[config.mk]
export PLATFORM = sky130hd
export DESIGN_NAME = acs_ctrl
export DESIGN_NICKNAME = d
export VERILOG_FILES = /design/src/design/acs_pkg.sv /design/src/design/acs_ctrl.sv
export SDC_FILE = /design/constraint.sdc
export NUM_CORES = 1
export LEC_CHECK = 0
export ABC_AREA = 1
export ABC_CLOCK_PERIOD_IN_PS = 1700
export BUFFER_PORTS_ARGS = -buffer_cell sky130_fd_sc_hd__buf_2
export CAP_MARGIN = 20
export CORE_MARGIN = 1
export CORE_UTILIZATION = 26
export DETAILED_ROUTE_END_ITERATION = 6
export GPL_ROUTABILITY_DRIVEN = 0
export GPL_TIMING_DRIVEN = 1
export PLACE_DENSITY = 0.54
export SLEW_MARGIN = 40
export SYNTH_ARGS = -nofsm -noshare
export SYNTH_HDL_FRONTEND = slang
export SYNTH_SLANG_ARGS = --single-unit
[constraint.sdc]
create_clock -name clk_sys -period 1.7 [get_ports clk_sys]
set_input_delay 0.17 -clock clk_sys [delete_from_list [all_inputs] [get_ports clk_sys]]
set_output_delay 0.17 -clock clk_sys [all_outputs]
set_load 0.05 [all_outputs]
[src/design/acs_pkg.sv]
/*
 * Shared constants and types of the conversion start control block:
 * register offsets, field positions, reset values, start-source codes,
 * tracking time and the bus carrier struct.
 * Assumes a single 10 MHz system clock.
 */
package acs_pkg;
   // ==========================================================
   // Register map (byte addresses)
   localparam logic [3:0] ACS_OFF_CTRL = 4'h0;
   localparam logic [3:0] ACS_OFF_STAT = 4'h4;
   localparam logic [3:0] ACS_OFF_CLR = 4'h8;
   localparam logic [3:0] ACS_OFF_EN = 4'hC;
   // ==========================================================
   // Control register fields
   localparam int ACS_TM_BIT = 6;
   localparam int ACS_DONE_BIT = 5;
   localparam int ACS_BUSY_BIT = 4;
   localparam int ACS_SEL_HI = 3;
   localparam int ACS_SEL_LO = 2;
   localparam logic [1:0] ACS_SEL_SW = 2'h0;
   localparam logic [1:0] ACS_SEL_TMR = 2'h1;
   localparam logic [1:0] ACS_SEL_EXT = 2'h2;
   localparam logic [1:0] ACS_SEL_NONE = 2'h3;
   localparam logic ACS_TM_RST = 1'h0;
   localparam logic [1:0] ACS_SEL_RST = 2'h0;
   // ==========================================================
   // Interrupt status, clear and enable layout
   localparam int ACS_INT_W = 2;
   localparam int ACS_INT_DONE = 0;
   localparam int ACS_INT_DROP = 1;
   localparam logic [1:0] ACS_INT_RST = 2'h0;
   // ==========================================================
   // Tracking window used when tracking follows the start source
   localparam int ACS_CLK_PERIOD_NS = 100;
   localparam int ACS_TRACK_TIME_NS = 3000;
   localparam int ACS_TRACK_CYC = (ACS_TRACK_TIME_NS + ACS_CLK_PERIOD_NS - 1)
                                  / ACS_CLK_PERIOD_NS;
   localparam logic [4:0] ACS_TRACK_LOAD = 5'(ACS_TRACK_CYC - 1);
   // ==========================================================
   // Types
   typedef struct packed {
      logic [3:0] addr;
      logic [31:0] wdata;
      logic wr;
      logic rd;
   } acs_bus_req_s;
   typedef enum {ACS_ST_IDLE, ACS_ST_TRACK, ACS_ST_CONV} acs_state_e;
endpackage

[src/design/acs_ctrl.sv]
/*
 * Conversion start control and status for the first converter.
 * Holds the control register, start-source selection, tracking
 * control, busy and done status and a small interrupt unit.
 * Assumes the converter core and timer three run on clk_sys; the
 * external strobe is asynchronous and is synchronised here.
 */
// Design decisions made here: the register addresses and the plain strobed port.
// Contract
// - Track mode 1: tracking follows start source
// - Done flag set when conversion finishes
// - Busy reads 1 during a conversion
// - Done flag sets as busy falls
// - Busy write 1 starts only with 00
// - Code 00 starts on software busy write
// - Code 01 starts on timer three overflow
// - Code 10 starts on strobe rising edge
// - Track mode 0: track unless converting
`timescale 1ns/1ns
module acs_ctrl (
   input wire logic clk_sys,
   input wire logic rstn,
   input wire acs_pkg::acs_bus_req_s bus_req,
   output logic [31:0] rdata,
   input wire logic timer3_ovf,
   input wire logic ext_convert_strobe,
   input wire logic conv_end,
   output logic conv_start,
   output logic track_en,
   output logic irq
);
   import acs_pkg::*;

   // ==========================================================
   // Declarations
   logic ext_s1_q;
   logic ext_s2_q;
   logic ext_s3_q;
   logic ext_rise;
   logic tm_q;
   logic tm_d;
   logic [1:0] sel_q;
   logic [1:0] sel_d;
   logic done_q;
   logic done_d;
   logic [1:0] stat_q;
   logic [1:0] stat_d;
   logic [1:0] en_q;
   logic [1:0] en_d;
   logic [31:0] rdata_q;
   logic [31:0] rdata_d;
   acs_state_e state_q;
   acs_state_e state_d;
   logic [4:0] cnt_q;
   logic [4:0] cnt_d;
   logic start_q;
   logic start_d;
   logic track_q;
   logic track_d;
   logic busy;
   logic busy_fall;
   logic ctrl_wr;
   logic sw_start;
   logic hw_start;
   logic start_evt;
   logic drop_evt;

   // ==========================================================
   // Strobe pin synchroniser; the edge is taken past the second stage
   always_ff @(posedge clk_sys or negedge rstn) begin
      if (!rstn) begin
         ext_s1_q <= 1'b0;
         ext_s2_q <= 1'b0;
         ext_s3_q <= 1'b0;
      end else begin
         ext_s1_q <= ext_convert_strobe;
         ext_s2_q <= ext_s1_q;
         ext_s3_q <= ext_s2_q;
      end
   end

   assign ext_rise = ext_s2_q & ~ext_s3_q;

   // ==========================================================
   // Start event decode
   // Software start looks at the selector being written, so one write can
   // both pick code 00 and start.
   assign ctrl_wr = bus_req.wr && (bus_req.addr == ACS_OFF_CTRL);
   assign sw_start = ctrl_wr && bus_req.wdata[ACS_BUSY_BIT]
                     && (bus_req.wdata[ACS_SEL_HI:ACS_SEL_LO] == ACS_SEL_SW);
   // Code 11 has no hardware source and so never starts
   always_comb begin
      case (sel_q)
         ACS_SEL_TMR: hw_start = timer3_ovf;
         ACS_SEL_EXT: hw_start = ext_rise;
         default: hw_start = 1'b0;
      endcase
   end

   assign start_evt = sw_start | hw_start;
   assign busy = (state_q != ACS_ST_IDLE);
   // Starts that land on a running conversion are dropped, not queued
   assign drop_evt = start_evt & busy;
   assign busy_fall = (state_q == ACS_ST_CONV) && conv_end;

   // ==========================================================
   // Conversion sequencer: next state
   always_comb begin
      state_d = state_q;
      cnt_d = cnt_q;
      start_d = 1'b0;
      case (state_q)
         ACS_ST_IDLE: begin
            if (start_evt) begin
               // A write that sets the track bit and starts in one go tracks first
               if (tm_d) begin
                  state_d = ACS_ST_TRACK;
                  cnt_d = ACS_TRACK_LOAD;
               end else begin
                  state_d = ACS_ST_CONV;
                  start_d = 1'b1;
               end
            end
         end
         ACS_ST_TRACK: begin
            // Tracking window opened by the start event
            if (cnt_q == 5'h00) begin
               state_d = ACS_ST_CONV;
               start_d = 1'b1;
            end else begin
               cnt_d = cnt_q - 5'h01;
            end
         end
         ACS_ST_CONV: begin
            if (conv_end) begin
               state_d = ACS_ST_IDLE;
            end
         end
         default: begin
            state_d = ACS_ST_IDLE;
         end
      endcase
      // Track mode 0 samples the input whenever idle
      track_d = tm_d ? (state_d == ACS_ST_TRACK) : (state_d == ACS_ST_IDLE);
   end

   // Conversion sequencer: registers
   always_ff @(posedge clk_sys or negedge rstn) begin
      if (!rstn) begin
         state_q <= ACS_ST_IDLE;
         cnt_q <= 5'h00;
         start_q <= 1'b0;
         track_q <= 1'b1;
      end else begin
         state_q <= state_d;
         cnt_q <= cnt_d;
         start_q <= start_d;
         track_q <= track_d;
      end
   end

   // ==========================================================
   // Control register and done flag: next values
   // A finish in the same cycle as a clearing write keeps the flag set.
   always_comb begin
      tm_d = tm_q;
      sel_d = sel_q;
      done_d = done_q;
      if (ctrl_wr) begin
         tm_d = bus_req.wdata[ACS_TM_BIT];
         sel_d = bus_req.wdata[ACS_SEL_HI:ACS_SEL_LO];
         if (!bus_req.wdata[ACS_DONE_BIT]) begin
            done_d = 1'b0;
         end
      end
      if (busy_fall) begin
         done_d = 1'b1;
      end
   end

   // Control register and done flag: registers
   always_ff @(posedge clk_sys or negedge rstn) begin
      if (!rstn) begin
         tm_q <= ACS_TM_RST;
         sel_q <= ACS_SEL_RST;
         done_q <= 1'b0;
      end else begin
         tm_q <= tm_d;
         sel_q <= sel_d;
         done_q <= done_d;
      end
   end

   // ==========================================================
   // Interrupt status, enable and clear: next values
   always_comb begin
      stat_d = stat_q;
      en_d = en_q;
      if (bus_req.wr && (bus_req.addr == ACS_OFF_CLR)) begin
         stat_d = stat_q & ~bus_req.wdata[ACS_INT_W-1:0];
      end
      if (bus_req.wr && (bus_req.addr == ACS_OFF_EN)) begin
         en_d = bus_req.wdata[ACS_INT_W-1:0];
      end
      // Events win over a clear in the same cycle
      if (busy_fall) begin
         stat_d[ACS_INT_DONE] = 1'b1;
      end
      if (drop_evt) begin
         stat_d[ACS_INT_DROP] = 1'b1;
      end
   end

   // Interrupt registers
   always_ff @(posedge clk_sys or negedge rstn) begin
      if (!rstn) begin
         stat_q <= ACS_INT_RST;
         en_q <= ACS_INT_RST;
      end else begin
         stat_q <= stat_d;
         en_q <= en_d;
      end
   end

   // ==========================================================
   // Read data, valid in the cycle after the read strobe only
   always_comb begin
      rdata_d = 32'h0000_0000;
      if (bus_req.rd) begin
         case (bus_req.addr)
            ACS_OFF_CTRL: begin
               rdata_d[ACS_TM_BIT] = tm_q;
               rdata_d[ACS_DONE_BIT] = done_q;
               rdata_d[ACS_BUSY_BIT] = busy;
               rdata_d[ACS_SEL_HI:ACS_SEL_LO] = sel_q;
            end
            ACS_OFF_STAT: rdata_d[ACS_INT_W-1:0] = stat_q;
            ACS_OFF_EN: rdata_d[ACS_INT_W-1:0] = en_q;
            default: rdata_d = 32'h0000_0000;
         endcase
      end
   end

   always_ff @(posedge clk_sys or negedge rstn) begin
      if (!rstn) begin
         rdata_q <= 32'h0000_0000;
      end else begin
         rdata_q <= rdata_d;
      end
   end

   // ==========================================================
   // Outputs
   assign rdata = rdata_q;
   assign conv_start = start_q;
   assign track_en = track_q;
   assign irq = |(stat_q & en_q);
endmodule

==> metrics.txt <==
outcome finished, violations left; failing checks DRC; Async S/R FF share, synth 100.0%; CTS Buffer Depth 2; sw power 0.8419 mW; final instance area 0.002925 mm²; H-tree levels 3; Logic pwr share 13.7%; CTS Buf Count 9; Post-CTS Setup Bufs 0; initial antenna violation count 0; Vias per Instance 3.782; cells after synthesis 229; ANT nets after route 0; Reg2Reg Capture Point cnt_q[2]$_DFFE_PN0P_; CTS tree built; Reg power frac 49.8%; Setup Crit Path Kind reg2reg; P_leak 1.502 nW; WL final 3726 µm; die width 98.45 µm; endpoints failing hold 0; final setup fails 0; Critical Path Source Type flip-flop; count leader, synth dfrtp_1; final worst path period share 88.06%; remaining global-route overflow 0; unrepaired setup endpoints after global routing false; setup_tns 0 ns; share of the synthesized area in the top cell type 57.94%; height of the die 98.45 µm; P_int 2.136 mW; post-DP HPWL 2836 µm; Area Overhead vs Synth 20.95%; die area 0.009691 mm²; Placed Area 0.002731 mm²; FMAX 668.0 MHz; I/O Buffers 27; first-pass GRT wire length 6817 µm; Clock Pin Slew Worst Setup and Hold Paths 0.06 ns; top_reg_cell synth dfrtp_1; clock skew 0.008479 ns; vias in the first global route 1505; Power Total 2.978 mW; power density over the cells 1018 mW/mm²; Place WS 0.1063 ns; R2R Path Start sel_q[0]$_DFFE_PN0N_; Peak supply drop 0.3922 mV; Final min period 1.497 ns; Hold Crit Class in2reg; Skew-Pair Late Insertion Delay 0.33 ns; Hold Path End sel_q[0]$_DFFE_PN0N_; top area cells in the synthesized netlist dfrtp_1, buf_4, nand2_1, nor2_1, inv_1; Crit Path Max Fanout 4; setup ws final 0.2030 ns; DR vias 1562; Top Ports 78; CTS sink count 57; internal reg-to-reg setup slack 0.20 ns; Clock power frac 36.6%; DP Cell Count 395; Core Area 0.008848 mm²; CP Data Required Time 1.91 ns; number of max-cap violations 0; number of standard cells in the final layout excluding fillers 413; Min-Delay Startpoint bus_req[4]; WL/cell 9.022 µm; Pins Over Slew Limit 0; # diodes 0; Synth cell types 32; Ys Warns 0; initial core utilization 27.33%; CP endpoint kind flip-flop; Yosys reg bits 57; sw frac 28.27%; most frequent cells after synthesis dfrtp_1, nand2_1, nor2_1; Layout Nets 347; mapped cell area 0.002419 mm²; largest net degree at the start of global routing 31; root buffer cell clkbuf_8; area leader, netlist dfrtp_1; DR iter-0 viols 46; Synth Area per Inst 10.56 µm²; total global-route track usage 9.364%; arrival time of the worst setup path 1.71 ns; share of cells above drive strength 1 22.30%; Hold Path Stages 3; DRC errors left 1; register area share after synthesis 59.03%; Site Rows 34; EDFF count, synth 0; DR pass1 iterations 7; R2R depth 11
power groups by stage:
stage	Clock, mW	Sequential (mW)	Combinational [mW]
after floorplan	0	1.52	0.325
after global placement	0	1.50	0.405
after detailed placement	0	1.51	0.406
after CTS	1.14	1.48	0.411
after global routing	1.23	1.49	0.453
final	1.09	1.48	0.407
critical path, cell delays in order, from the launching register on:
cell and delay, ns:
dfrtp_1 0.39, inv_2 0.07, ha_1 0.14, nand2_1 0.05, o21ai_1 0.13, nand2_1 0.13, nand2_4 0.12, nand2_2 0.06
nand3_2 0.10, nand2_2 0.06, o21ai_1 0.07, nand2_1 0.07
layout by cell type (no fill, tap or decap), types with 2 or more instances in the layout:
cell,n
a21oi_1,2
buf_2,27
clkbuf_1,2
clkbuf_8,11
clkinv_2,3
conb_1,55
dfrtp_1,56
dlygate4sd3_1,2
ha_1,4
inv_1,16
inv_2,3
nand2_1,36
nand2_2,5
nand2_4,4
nand3_1,10
nand3_4,2
nand3b_1,2
nand4_1,4
nor2_1,28
nor2_4,3
o21ai_0,8
o21ai_1,4
xor2_1,3
final cells by class:
class                   count  area [µm²]
well taps                 108       135.1
repair buffers             31       182.7
inverters                  19       71.32
clock buffers              13       158.9
clock inverters             3       15.01
fillers                   914        5923
flip-flops and latches     57        1428
multi-input cells         182       934.6
per-stage QoR:
stage	util [%]	hold slack (ns)
2_1_floorplan	-	-0.1256
3_3_place_gp	30.87	0.09149
6_report	33.06	0.06861
4_1_cts	33.06	0.04144
5_1_grt	33.06	0.06221
3_5_place_dp	30.87	0.09690
timing repair:
action                     4_1_cts  5_1_grt
setup endpoints to repair        0        4
gates resized for setup          0        2
hold buffers                     2        0
hold endpoints to repair        13        0
worst max path at each step:
| stage | start | endpoint | slack (ns) |
|---|---|---|---|
| after floorplan | sel_q[0]$_DFFE_PN0N_ | cnt_q[2]$_DFFE_PN0P_ | 0.33 |
| after global placement | sel_q[0]$_DFFE_PN0N_ | cnt_q[2]$_DFFE_PN0P_ | 0.12 |
| after detailed placement | sel_q[0]$_DFFE_PN0N_ | cnt_q[3]$_DFFE_PN0P_ | 0.11 |
| after CTS | sel_q[0]$_DFFE_PN0N_ | cnt_q[2]$_DFFE_PN0P_ | 0.1 |
| after global routing | sel_q[0]$_DFFE_PN0N_ | cnt_q[3]$_DFFE_PN0P_ | 0.04 |
| final | sel_q[0]$_DFFE_PN0N_ | cnt_q[2]$_DFFE_PN0P_ | 0.20 |
cell families (layout without fill, tap and decap cells):
family	count (synthesis)	in the layout	share of synthesized area (%)
flops	57	57	59.03
simple gates	102	102	22.71
xor+xnor	3	3	1.087
compound gates	18	18	4.242
other cells	1	55	0.1551
buf+inv	44	66	10.71
fa+ha+maj	4	4	2.069
flip-flops by register name, indices dropped and copies added, names as in the netlist, 2 cells and up:
| name | cells |
|---|---|
| cnt_q | 5 |
| stat_q | 2 |
| sel_q | 2 |
| en_q | 2 |
| rdata | 7 |
| state_q | 32 |
metal layers:
| metal | global-route usage, % | vias to the layer above | part of all wire (%) |
|---|---|---|---|
| li1 | - | 787 | - |
| met3 | 4.965 | 10 | 6.4 |
| met5 | 0 | - | 0 |
| met1 | 10.71 | 710 | 45 |
| met2 | 14.41 | 55 | 47 |
| met4 | 4.478 | 0 | 2.0 |
No activity file was read; power rests on OpenSTA's default activity.
